`src/common/ssb_pkg.sv`:
```
package ssb_pkg;
    // bus geometry
    localparam int ADDR_W = 8;
    localparam int DATA_W = 32;
    localparam int BITS = 8;
    // register byte offsets
    localparam logic [ADDR_W-1:0] OFF_CTRL1 = 8'h00;
    localparam logic [ADDR_W-1:0] OFF_CTRL2 = 8'h04;
    localparam logic [ADDR_W-1:0] OFF_FLAGS = 8'h08;
    localparam logic [ADDR_W-1:0] OFF_BUFFER = 8'h0c;
    // serial_port_flags field positions
    localparam int BIT_RXF = 7;
    localparam int BIT_TXE = 5;
    localparam int BIT_MFLT = 4;
    localparam logic [BITS-1:0] FLAG_MASK = 8'hb0;
    // first_control_register field positions
    localparam int BIT_RF_IE = 7;
    localparam int BIT_TX_IE = 5;
    localparam int BIT_MSEL = 4;
    localparam int BIT_SEL_OE = 1;
    localparam logic [BITS-1:0] CTRL1_MASK = 8'hb2;
    // second control register field positions
    localparam int BIT_MF_EN = 4;
    localparam logic [BITS-1:0] CTRL2_MASK = 8'h10;
    // reset values
    localparam logic [BITS-1:0] CTRL1_RST = 8'h00;
    localparam logic [BITS-1:0] CTRL2_RST = 8'h00;
    localparam logic TXE_RST = 1'b1;
    // master serial clock timing
    localparam int CLK_PERIOD_NS = 100;
    localparam int SCK_PERIOD_NS = 800;
    localparam int SCK_HALF_CYC = SCK_PERIOD_NS / (2 * CLK_PERIOD_NS);
endpackage

```
`src/common/ssb_shift_if.sv`:
```
`timescale 1ns/1ps
interface ssb_shift_if;
    import ssb_pkg::*;
    logic load;
    logic [BITS-1:0] load_data;
    logic master;
    logic sel_n;
    logic holding;
    logic active;
    logic done;
    logic [BITS-1:0] rx_data;
    modport core (
        output load, load_data, master, sel_n,
        input holding, active, done, rx_data
    );
    modport engine (
        input load, load_data, master, sel_n,
        output holding, active, done, rx_data
    );
endinterface

```
`src/ssb_top.sv`:
```
// Our own choices: register access over APB and the placing of the registers.
`timescale 1ns/1ps
// Overview of operation
// Status register reads zero outside the three flag bits.
// Writes to the status register change nothing.
// Receive-full flag, bit 7, sets when a received byte enters the buffer.
// Receive-full clears on data read after a status read saw it set.
// Transmit-empty flag, bit 5, is one while the transmit buffer has room.
// Data write after status read seeing transmit-empty loads buffer, clears flag.
// A data write without that armed status read is discarded.
// Transmit interrupt follows transmit-empty flag and transmit interrupt enable.
// Transmit-empty sets when a byte moves from buffer into shifter.
// On an idle interface a written byte reaches the shifter within two cycles.
// A waiting byte moves into the shifter when a transfer finishes.
// With no byte waiting, transmit-empty stays set and nothing moves.
// Mode-fault flag, bit 4, sets when master sees slave select low.
// Mode-fault detection only with master, fault enable on, select output off.
// Mode-fault clears on a first control register write after status read saw it set.
// Data register reads return the receive buffer.
// In master mode an accepted transmit byte starts a transfer by itself.
// Software should write data only while transmit-empty shows room.
// Software must read a received byte before the next transfer ends.
// On overrun the old byte is kept and the new byte dropped.
// An overrun raises no flag or indication.
// Receive/fault interrupt follows either flag and its interrupt enable.
// Clears are armed by a status read; wrong-register accesses disarm.
// Interrupt requests stay while flag and enable are set, drop on clear.
module ssb_top import ssb_pkg::*; #(
    parameter int SCK_HALF = SCK_HALF_CYC
) (
    input wire logic clk_i,
    input wire logic reset_i,
    input wire logic psel_i,
    input wire logic penable_i,
    input wire logic pwrite_i,
    input wire logic [ADDR_W-1:0] paddr_i,
    input wire logic [DATA_W-1:0] pwdata_i,
    output logic [DATA_W-1:0] prdata_o,
    output logic pready_o,
    output logic pslverr_o,
    input wire logic ss_n_i,
    output logic ss_n_o,
    output logic ss_n_oe_o,
    input wire logic sck_i,
    output logic sck_o,
    output logic sck_oe_o,
    input wire logic mosi_i,
    output logic mosi_o,
    output logic mosi_oe_o,
    input wire logic miso_i,
    output logic miso_o,
    output logic miso_oe_o,
    output logic tx_irq_o,
    output logic rx_irq_o
);
    ssb_shift_if sif ();

    logic [BITS-1:0] ctrl1_r, ctrl2_r, tx_buf_r, rx_buf_r;
    logic rx_full_r, tx_empty_r, mf_r;
    logic rx_arm_r, tx_arm_r, mf_arm_r;
    logic load_r, ss_meta_r, ss_sync_r;
    logic [DATA_W-1:0] prdata_r;
    logic pready_r, pslverr_r, ss_n_r, ss_oe_r, tx_irq_r, rx_irq_r;
    logic data_out;

    // bus phase decode
    logic setup, access, wr_acc, rd_acc;
    logic hit_c1, hit_c2, hit_fl, hit_buf, mapped;
    assign setup = psel_i && !penable_i;
    assign access = psel_i && penable_i && pready_r;
    assign wr_acc = access && pwrite_i;
    assign rd_acc = access && !pwrite_i;
    assign hit_c1 = paddr_i == OFF_CTRL1;
    assign hit_c2 = paddr_i == OFF_CTRL2;
    assign hit_fl = paddr_i == OFF_FLAGS;
    assign hit_buf = paddr_i == OFF_BUFFER;
    assign mapped = hit_c1 || hit_c2 || hit_fl || hit_buf;

    // control fields
    logic msel, mf_en, sel_oe, tx_ie, rf_ie;
    assign msel = ctrl1_r[BIT_MSEL];
    assign sel_oe = ctrl1_r[BIT_SEL_OE];
    assign tx_ie = ctrl1_r[BIT_TX_IE];
    assign rf_ie = ctrl1_r[BIT_RF_IE];
    assign mf_en = ctrl2_r[BIT_MF_EN];

    // status image, only three bits have storage
    logic [BITS-1:0] flags;
    always_comb begin
        flags = '0;
        flags[BIT_RXF] = rx_full_r;
        flags[BIT_TXE] = tx_empty_r;
        flags[BIT_MFLT] = mf_r;
    end

    // read mux
    logic [BITS-1:0] rdata;
    always_comb begin
        rdata = '0;
        if (hit_c1) begin
            rdata = ctrl1_r;
        end else if (hit_c2) begin
            rdata = ctrl2_r;
        end else if (hit_fl) begin
            rdata = flags;
        end else if (hit_buf) begin
            rdata = rx_buf_r;
        end
    end

    // apb answer: data and ready set up for the access phase
    always_ff @(posedge clk_i or posedge reset_i) begin
        if (reset_i) begin
            pready_r <= 1'b0;
            pslverr_r <= 1'b0;
            prdata_r <= '0;
        end else begin
            pready_r <= setup;
            pslverr_r <= setup && !mapped;
            if (setup) begin
                prdata_r <= pwrite_i ? '0 : DATA_W'(rdata);
            end
        end
    end

    // control register writes; status writes fall through untouched
    always_ff @(posedge clk_i or posedge reset_i) begin
        if (reset_i) begin
            ctrl1_r <= CTRL1_RST;
            ctrl2_r <= CTRL2_RST;
        end else if (wr_acc && hit_c1) begin
            ctrl1_r <= pwdata_i[BITS-1:0] & CTRL1_MASK;
        end else if (wr_acc && hit_c2) begin
            ctrl2_r <= pwdata_i[BITS-1:0] & CTRL2_MASK;
        end
    end

    // two-step clear events, armed by the status value actually returned
    logic [BITS-1:0] seen;
    logic rd_fl, ctl_acc, rx_clr, tx_take, mf_clr, mf_cond, move;
    assign seen = prdata_r[BITS-1:0];
    assign rd_fl = rd_acc && hit_fl;
    assign ctl_acc = access && (hit_c1 || hit_c2);
    assign rx_clr = rd_acc && hit_buf && rx_arm_r;
    assign tx_take = wr_acc && hit_buf && tx_arm_r;
    assign mf_clr = wr_acc && hit_c1 && mf_arm_r;

    // arm flags, dropped by a foreign register access
    always_ff @(posedge clk_i or posedge reset_i) begin
        if (reset_i) begin
            rx_arm_r <= 1'b0;
            tx_arm_r <= 1'b0;
            mf_arm_r <= 1'b0;
        end else begin
            if (rd_fl) begin
                rx_arm_r <= seen[BIT_RXF];
            end else if (rx_clr || ctl_acc) begin
                rx_arm_r <= 1'b0;
            end
            if (rd_fl) begin
                tx_arm_r <= seen[BIT_TXE];
            end else if (tx_take || ctl_acc) begin
                tx_arm_r <= 1'b0;
            end
            if (rd_fl) begin
                mf_arm_r <= seen[BIT_MFLT];
            end else if (access && (hit_buf || hit_c2 || hit_c1)) begin
                mf_arm_r <= 1'b0;
            end
        end
    end

    // receive buffer: new byte kept only if the old one is gone
    always_ff @(posedge clk_i or posedge reset_i) begin
        if (reset_i) begin
            rx_full_r <= 1'b0;
            rx_buf_r <= '0;
        end else begin
            if (sif.done) begin
                rx_full_r <= 1'b1;
            end else if (rx_clr) begin
                rx_full_r <= 1'b0;
            end
            if (sif.done && (!rx_full_r || rx_clr)) begin
                rx_buf_r <= sif.rx_data;
            end
        end
    end

    // transmit buffer and its move into the shifter
    assign move = !tx_empty_r && !sif.holding && !load_r;
    always_ff @(posedge clk_i or posedge reset_i) begin
        if (reset_i) begin
            tx_empty_r <= TXE_RST;
            tx_buf_r <= '0;
            load_r <= 1'b0;
        end else begin
            load_r <= move;
            if (move) begin
                tx_empty_r <= 1'b1;
            end else if (tx_take) begin
                tx_empty_r <= 1'b0;
            end
            if (tx_take) begin
                tx_buf_r <= pwdata_i[BITS-1:0];
            end
        end
    end

    // slave select sampling and mode-fault detection
    assign mf_cond = msel && mf_en && !sel_oe && !ss_sync_r;
    always_ff @(posedge clk_i or posedge reset_i) begin
        if (reset_i) begin
            ss_meta_r <= 1'b1;
            ss_sync_r <= 1'b1;
            mf_r <= 1'b0;
        end else begin
            ss_meta_r <= ss_n_i;
            ss_sync_r <= ss_meta_r;
            if (mf_cond) begin
                mf_r <= 1'b1;
            end else if (mf_clr) begin
                mf_r <= 1'b0;
            end
        end
    end

    // automatic select output and interrupt requests
    always_ff @(posedge clk_i or posedge reset_i) begin
        if (reset_i) begin
            ss_n_r <= 1'b1;
            ss_oe_r <= 1'b0;
            tx_irq_r <= 1'b0;
            rx_irq_r <= 1'b0;
        end else begin
            ss_n_r <= !sif.active;
            ss_oe_r <= msel && mf_en && sel_oe;
            tx_irq_r <= tx_empty_r && tx_ie;
            rx_irq_r <= (rx_full_r || mf_r) && rf_ie;
        end
    end

    assign sif.load = load_r;
    assign sif.load_data = tx_buf_r;
    assign sif.master = msel;
    assign sif.sel_n = ss_sync_r;

    ssb_shifter #(
        .HALF_CYC(SCK_HALF)
    ) u_shifter (
        .clk_i(clk_i),
        .reset_i(reset_i),
        .sif(sif),
        .sck_i(sck_i),
        .mosi_i(mosi_i),
        .miso_i(miso_i),
        .sck_o(sck_o),
        .sck_oe_o(sck_oe_o),
        .data_o(data_out),
        .mosi_oe_o(mosi_oe_o),
        .miso_oe_o(miso_oe_o)
    );

    assign mosi_o = data_out;
    assign miso_o = data_out;
    assign prdata_o = prdata_r;
    assign pready_o = pready_r;
    assign pslverr_o = pslverr_r;
    assign ss_n_o = ss_n_r;
    assign ss_n_oe_o = ss_oe_r;
    assign tx_irq_o = tx_irq_r;
    assign rx_irq_o = rx_irq_r;
endmodule // ssb_top

```
`src/ssb_shifter.sv`:
```
`timescale 1ns/1ps
module ssb_shifter import ssb_pkg::*; #(
    parameter int HALF_CYC = SCK_HALF_CYC
) (
    input wire logic clk_i,
    input wire logic reset_i,
    ssb_shift_if.engine sif,
    input wire logic sck_i,
    input wire logic mosi_i,
    input wire logic miso_i,
    output logic sck_o,
    output logic sck_oe_o,
    output logic data_o,
    output logic mosi_oe_o,
    output logic miso_oe_o
);
    localparam int DW = $clog2(HALF_CYC + 1);
    localparam logic [DW-1:0] DIV_LAST = DW'(HALF_CYC - 1);
    localparam logic [3:0] CNT_LAST = 4'(BITS);

    if (HALF_CYC < 1) begin : g_bad_half
        $error("HALF_CYC must be at least one");
    end

    logic [2:0] meta_r;
    logic [2:0] sync_r;
    logic sck_q_r, sck_r, active_r, holding_r, done_r, rbit_r, m_oe_r, s_oe_r;
    logic [DW-1:0] div_r;
    logic [3:0] cnt_r;
    logic [BITS-1:0] sreg_r, rx_r;
    logic tick, rise, fall, last;

    // two-flop sampling of link pins: sck, mosi, miso
    always_ff @(posedge clk_i or posedge reset_i) begin
        if (reset_i) begin
            meta_r <= '0;
            sync_r <= '0;
            sck_q_r <= 1'b0;
        end else begin
            meta_r <= {sck_i, mosi_i, miso_i};
            sync_r <= meta_r;
            sck_q_r <= sync_r[2];
        end
    end

    // edges from own divider as master, from sampled link clock as slave
    assign tick = sif.master && active_r && div_r == DIV_LAST;
    assign rise = active_r && (sif.master ? tick && !sck_r : sync_r[2] && !sck_q_r);
    assign fall = active_r && (sif.master ? tick && sck_r : !sync_r[2] && sck_q_r);
    assign last = fall && cnt_r == CNT_LAST;

    // half-period divider and master clock
    always_ff @(posedge clk_i or posedge reset_i) begin
        if (reset_i) begin
            div_r <= '0;
            sck_r <= 1'b0;
        end else begin
            div_r <= (!active_r || tick) ? '0 : div_r + 1'b1;
            if (!sif.master) begin
                sck_r <= 1'b0;
            end else if (tick) begin
                sck_r <= !sck_r;
            end
        end
    end

    // transfer window: master starts on a held byte, slave follows select
    always_ff @(posedge clk_i or posedge reset_i) begin
        if (reset_i) begin
            active_r <= 1'b0;
        end else if (!sif.master) begin
            active_r <= !sif.sel_n;
        end else if (last) begin
            active_r <= 1'b0;
        end else if (holding_r) begin
            active_r <= 1'b1;
        end
    end

    // bit counter and sampled bit
    always_ff @(posedge clk_i or posedge reset_i) begin
        if (reset_i) begin
            cnt_r <= '0;
            rbit_r <= 1'b0;
        end else begin
            if (!active_r || last) begin
                cnt_r <= '0;
            end else if (rise) begin
                cnt_r <= cnt_r + 1'b1;
            end
            if (rise) begin
                rbit_r <= sif.master ? sync_r[0] : sync_r[1];
            end
        end
    end

    // shift register, held-byte flag and completed byte
    always_ff @(posedge clk_i or posedge reset_i) begin
        if (reset_i) begin
            sreg_r <= '0;
            holding_r <= 1'b0;
            done_r <= 1'b0;
            rx_r <= '0;
        end else begin
            done_r <= last;
            if (sif.load) begin
                sreg_r <= sif.load_data;
                holding_r <= 1'b1;
            end else if (last) begin
                holding_r <= 1'b0;
            end else if (fall) begin
                sreg_r <= {sreg_r[BITS-2:0], rbit_r};
            end
            if (last) begin
                rx_r <= {sreg_r[BITS-2:0], rbit_r};
            end
        end
    end

    // pin drivers enabled by role
    always_ff @(posedge clk_i or posedge reset_i) begin
        if (reset_i) begin
            m_oe_r <= 1'b0;
            s_oe_r <= 1'b0;
        end else begin
            m_oe_r <= sif.master;
            s_oe_r <= !sif.master && !sif.sel_n;
        end
    end

    assign sif.holding = holding_r;
    assign sif.active = active_r;
    assign sif.done = done_r;
    assign sif.rx_data = rx_r;
    assign sck_o = sck_r;
    assign sck_oe_o = m_oe_r;
    assign mosi_oe_o = m_oe_r;
    assign miso_oe_o = s_oe_r;
    assign data_o = sreg_r[BITS-1];
endmodule // ssb_shifter

```
`config.mk`:
```
export PLATFORM = sky130hd
export DESIGN_NAME = ssb_top
export DESIGN_NICKNAME = d
export VERILOG_FILES = /design/src/common/ssb_pkg.sv /design/src/common/ssb_shift_if.sv /design/src/ssb_top.sv /design/src/ssb_shifter.sv
export SDC_FILE = /design/constraint.sdc
export NUM_CORES = 1
export LEC_CHECK = 0
export BUFFER_PORTS_ARGS = -buffer_cell sky130_fd_sc_hd__buf_4
export CAP_MARGIN = 20
export CORE_MARGIN = 2
export CORE_UTILIZATION = 56
export DETAILED_ROUTE_END_ITERATION = 8
export PLACE_DENSITY = 0.89
export SKIP_CTS_REPAIR_TIMING = 1
export SYNTH_ARGS = -nofsm -noshare
export SYNTH_HDL_FRONTEND = slang
export SYNTH_SLANG_ARGS = --single-unit
```
`constraint.sdc`:
```
create_clock -name clk_i -period 6 [get_ports clk_i]
set_input_delay 0 -clock clk_i [delete_from_list [all_inputs] [get_ports clk_i]]
set_output_delay 0 -clock clk_i [all_outputs]
set_load 0.01 [all_outputs]
```
== After elaboration in Yosys (flattened, before gate mapping) ==
Index checks and enable logic that the tools add are counted.

* Flip-flop bits (word level): 105
* Bits in latches: 0
* RAM bits: 0
* Memory bits (read-only): 0
* Input port bits: 49
* Output and inout bits: 44
* Logic and storage cells: 150
* Memories: 0

* Add/sub/neg operators: 2
* Multiply operators: 0
* Divide/modulo/power cells: 0
* Order comparisons: 0
* Eq/ne operators: 8
* Shifts and indexed selects: 0
* Mux-type cells: 33
* Bitwise logic cells: 1
* Reductions and logical operators: 72

{| class="wikitable"
|+ Operator list
! cell !! count
|-
| $mux W8 || 8
|-
| $logic_and A1 B1 Y1 || 35
|-
| $mux W1 || 22
|-
| $reduce_bool A2 Y1 || 9
|-
| $eq A8 B4 Y1 const B || 2
|-
| $logic_not A1 Y1 || 14
|-
| $logic_or A1 B1 Y1 || 11
|-
| $eq A8 B3 Y1 const B || 1
|-
| $logic_not A8 Y1 || 1
|-
| $mux W4 || 2
|-
| $add A4 B1 Y4 const B || 1
|-
| $eq A4 B4 Y1 const B || 1
|-
| $reduce_and A2 Y1 || 2
|-
| $add A3 B1 Y3 const B || 1
|-
| $eq A3 B2 Y1 const B || 1
|-
| $mux W3 || 1
|-
| $ne A3 B1 Y1 const B || 1
|-
| $ne A2 B1 Y1 const B || 1
|-
| $ne A2 B2 Y1 const B || 1
|-
| $not A1 Y1 || 1
|}

== Depth between registers and ports, before layout ==
* Depth in word-level cells: 8
* Gate-level depth with buffers: 7
* Mapped depth without buffers: 6

== Cells and area by module ==
Synthesis repeated with hierarchy kept, for this count alone.

* Cells, all modules: 284
* Area, all modules: 3579.7 um2

{| class="wikitable"
|+ By module, submodules not included
! module !! instances !! cells an instance !! area an instance (um2) !! seq. area each (um2)
|-
| ssb_top || 1 || 174 || 2063.2 || 1106.1
|-
| ssb_shifter || 1 || 110 || 1516.5 || 925.9
|}

== Worst setup path after synthesis ==
Ideal clock, no wire load.

* Path kind: register -> register
* Start: register u_shifter.div_r[0]
* End: register u_shifter.sreg_r[0]
* Setup time: 0.125 ns
* Arrival: 2.052 ns
* Required time: 5.875 ns
* Setup slack: 3.823 ns
* Stages on the path, launching flop included: 7
* Period minus slack after synthesis: 2.177 ns
* Cell sequence: dfrtp_1 > ha_1 > ha_1 > and3_1 > o211ai_1 > mux2_2 > mux2_2

* Word-level cells in the longest chain between the ends: 8
* Elaborated cells on any way between the ends: 9
* Classes of those cells: eq/ne: 2; mux: 1; reduce/logical: 6

{| class="wikitable"
|+ RTL lines
! element !! line !! text
|-
| start: declaration || ssb_shifter.sv:28 || <nowiki>logic [DW-1:0] div_r;</nowiki>
|-
| start signal: assignment || ssb_shifter.sv:58 || <nowiki>div_r <= (!active_r || tick) ? '0 : div_r + 1'b1;</nowiki>
|-
| $eq A3 B2 Y1 (*) || ssb_shifter.sv:47 || <nowiki>assign tick = sif.master && active_r && div_r == DIV_LAST;</nowiki>
|-
| $logic_and A1 B1 Y1 (*) || ssb_shifter.sv:47 ||
|-
| $logic_and A1 B1 Y1 (*) || ssb_shifter.sv:49 || <nowiki>assign fall = active_r && (sif.master ? tick && sck_r : !sync_r[2] && sck_q_r);</nowiki>
|-
| $mux W1 (*) || ssb_shifter.sv:49 ||
|-
| $logic_and A1 B1 Y1 (*) || ssb_shifter.sv:49 ||
|-
| $logic_and A1 B1 Y1 || ssb_shifter.sv:50 || <nowiki>assign last = fall && cnt_r == CNT_LAST;</nowiki>
|-
| $ne A2 B2 Y1 (no line) || n/a ||
|-
| $reduce_and A2 Y1 (no line) (*) || n/a ||
|-
| end signal: assignment || ssb_shifter.sv:107 || <nowiki>sreg_r <= sif.load_data;</nowiki>
|-
| end signal: assignment || ssb_shifter.sv:112 || <nowiki>sreg_r <= {sreg_r[BITS-2:0], rbit_r};</nowiki>
|-
| end: declaration || ssb_shifter.sv:30 || <nowiki>logic [BITS-1:0] sreg_r, rx_r;</nowiki>
|}

Every way passes the cells marked *; elsewhere a longest branch is shown, timed or not.
A chain may end at the register's enable or synchronous reset.

== Worst setup path in the final report ==
* Start: register u_shifter.div_r[0]
* End: register u_shifter.sreg_r[2]

The elaborated chain is that of the path after synthesis.

==> Flow_metrics.wiki <==
{| class="wikitable"
! Metric !! Value
|-
| Run status || complete, but fails checks
|-
| Violated checks || negative hold slack
|-
| Kind of path behind the tightest hold check || in2async
|-
| Pre-CTS setup slack || roughly 3.6 ns
|-
| Crit share post-route || 0.401
|-
| Post-Syn Area || roughly 0.0035 sq mm
|-
| Most common cell after layout, fill and taps aside || dfrtp_1
|-
| Final setup violating endpoints || 0
|-
| Maximum fanout along the worst path || 8
|-
| Max-slew headroom at the worst pin || 0.346
|-
| Maximum number of pins on one net before global-route repair || 82
|-
| Filler-free cell count of the finished design || roughly 400
|-
| Yosys cell types || between 50 and 60
|-
| Die width || about 83 um
|-
| Post-Route Skew || around 0.0075 ns
|-
| Wire length after detailed routing || around 5900 um
|-
| Latest clock arrival within the worst-skew pair || roughly 0.34 ns
|-
| Most used cells in the layout excluding fill and tap cells || dfrtp_1 (77), buf_4 (45), mux2_2 (33)
|-
| Reg clk slew, reported paths || about 0.070 ns
|-
| Async S/R FF share, synth || 1.00
|-
| Clock tree sinks || a little over 80
|-
| Kind of critical path || reg2reg
|-
| Number of synthesized register bits || 81
|-
| Share of final-layout standard cells stronger than drive strength 1 || 0.316
|-
| Number of enable flip-flop cells after synthesis || 0
|-
| Critical path arrival || between 2 and 3 ns
|-
| Final sum of negative setup slack || 0 ns
|-
| Via density per instance || roughly 5.3
|-
| Initial antenna violation count || 0
|-
| Port buffer count || 44
|-
| Total count of hold-check failures in the final report || 77
|-
| Total global routing overflow || 0
|-
| TritonCTS buffer count || 9
|-
| H-tree levels || 3
|-
| GP Congestion || ~0.79
|-
| Final layout net count || 380
|-
| Post-layout worst setup margin || ~3.6 ns
|-
| Global routing usage summed across all routing layers || 0.184
|-
| Category of the worst setup path launch point || register
|-
| RSZ-0062 raised after global routing || no
|-
| Number of max-slew violations in the final report || 0
|-
| Smallest hold slack || -0.0517 ns
|-
| Area inside the core boundary || between 0.005 and 0.006 sq mm
|-
| Leakage component of the power || between 2 and 2.5 nW
|-
| Syn-to-layout area delta || 15.6%
|-
| Required time at the worst-slack endpoint || between 6 and 7 ns
|-
| Std-Cell Rows || 28
|-
| Total power per unit cell area || around 260 mW/mm^2
|-
| Synthesized netlist cell count || around 270
|-
| Effective utilization at floorplan || 0.589
|-
| Worst Max-Slew Pin Slew || about 0.98 ns
|-
| Achievable frequency || 416 MHz
|-
| First-pass GRT wire length || ~10000 um
|-
| Post-placement cell count || between 300 and 400
|-
| Tmin final || about 2.4 ns
|-
| Max Cap Violations || 0
|-
| VDD IR max || ~0.00018 V
|-
| Via count of the first global-routing pass || ~2100
|-
| Number of nets still failing antenna checks after routing || 0
|-
| TritonCTS clock tree || yes
|-
| Max Buffers Root-to-Sink || 2
|-
| Most common flop cell mapped by yosys || dfrtp_1
|-
| Internal reg-to-reg setup slack || between 3 and 4 ns
|-
| Root cell of the clock tree || clkbuf_8
|-
| Wire length per cell after detailed routing || ~14 um
|-
| Io pins || 93
|-
| Register area share after synthesis || 0.576
|-
| CP endpoint kind || register
|-
| Remaining DRCs || 0
|-
| Initial drt markers || ~110
|-
| Die area || between 0.006 and 0.007 sq mm
|-
| Yosys warning count || 0
|-
| DIE HEIGHT || about 83 um
|-
| Avg Synthesized Cell Area || approximately 13 sq um
|-
| Overall via count from detail_route || roughly 2100
|-
| Antenna fix cells || 0
|-
| Number of iterations in the first detailed-routing pass || 5
|-
| HPWL after DPL || 4180 um
|}
-- final cells by class --
type | instances | area, sq um
flip-flops and latches | 81 | 2030
fillers | 418 | 1910
multi-input cells | 168 | 1290
repair buffers | 57 | 458
clock buffers | 15 | 156
well taps | 75 | 93.8
inverters | 10 | 37.5
clock inverters | 1 | 5.00
-- stage by stage --
| stage | hold WS [ns] | power (mW) | util | instance area [sq um] |
|---|---|---|---|---|
| 3_5_place_dp | 0.109 | 0.715 | 0.634 | 3800 |
| 2_1_floorplan | 0.00448 | 0.688 | - | 3610 |
| 6_report | -0.0517 | 1.05 | 0.681 | 4080 |
| 4_1_cts | -0.263 | 1.06 | 0.661 | 3960 |
| 3_3_place_gp | 0.109 | 0.708 | 0.634 | 3800 |
| 5_1_grt | 0.00692 | 1.10 | 0.681 | 4080 |
-- power breakdown --
part	leakage [nW]	switching [mW]	total, mW	internal (mW)
sequential	1.08	0.0230	0.600	0.577
clock	0.0817	0.175	0.337	0.162
combinational	0.924	0.0488	0.110	0.0608
total	2.08	0.246	1.05	0.800
-- routing by layer --
metal | vias up | share of wire | GRT usage
met2 | 74 | 0.49 | 0.294
met1 | 1051 | 0.43 | 0.233
met3 | 11 | 0.060 | 0.0577
li1 | 1013 | - | -
met4 | 0 | 0.017 | 0.0775
met5 | - | 0 | 0
-- worst paths after layout --
check                                    startpoint                   to  cells after the start
max in group asynchronous                   reset_i   u_shifter.cnt_r[3]                      3
min in group clk_i                       paddr_i[3]             rx_arm_r                      2
worst min register to register  u_shifter.meta_r[2]  u_shifter.sync_r[2]                      0
worst max register to register   u_shifter.div_r[0]  u_shifter.sreg_r[2]                      6
worst min-delay path                        reset_i          prdata_o[2]                      3
worst max-delay path             u_shifter.div_r[0]  u_shifter.sreg_r[2]                      6
-- cell families after synthesis --
kind of cell / count (synthesis) / share of synthesized area
other cells: 1 / 0.00106
mux: 50 / 0.166
simple gates: 54 / 0.0880
compound gates: 33 / 0.0664
buf+inv: 46 / 0.0809
flops: 81 / 0.576
fa+ha+maj: 4 / 0.0142
xor+xnor: 3 / 0.00745
-- worst max-delay path: stages, from the launching register on --
cell and delay [ns]:
dfrtp_1 0.39, ha_1 0.20, ha_1 0.21, and3_1 0.19, o211ai_1 0.62, mux2_2 0.41, mux2_2 0.26
-- synthesized netlist by cell type, types with 2 or more instances --
cell type	number	share of area
a21o_1	2	0.0043
a21oi_1	2	0.0028
a22o_1	4	0.0099
a31oi_1	3	0.0053
and2_1	2	0.0035
and3_1	3	0.0053
buf_4	26	0.055
buf_6	2	0.0064
clkbuf_1	7	0.0075
dfrtp_1	77	0.55
dfstp_2	4	0.030
ha_1	4	0.014
inv_1	10	0.011
mux2_1	8	0.026
mux2_2	33	0.11
mux2_4	4	0.017
mux2i_1	4	0.011
nand2_1	15	0.016
nand2b_1	3	0.0053
nand3_1	2	0.0028
nor2_1	9	0.0096
nor2b_1	2	0.0035
nor3_1	2	0.0028
nor3b_1	4	0.0085
o211ai_1	2	0.0043
o21ai_0	6	0.0085
o31ai_1	3	0.0064
or3_1	2	0.0035
xnor2_1	3	0.0075
-- state kept, by name (all words and copies together) (netlist names), 4 cells and up --
register / flops
u_shifter.sreg_r: 8
prdata_o: 8
u_shifter.cnt_r: 4
rx_buf_r: 8
ctrl1_r: 4
u_shifter.sif.rx_data: 8
sif.load_data: 8
Power figures use the tool's default switching activity.
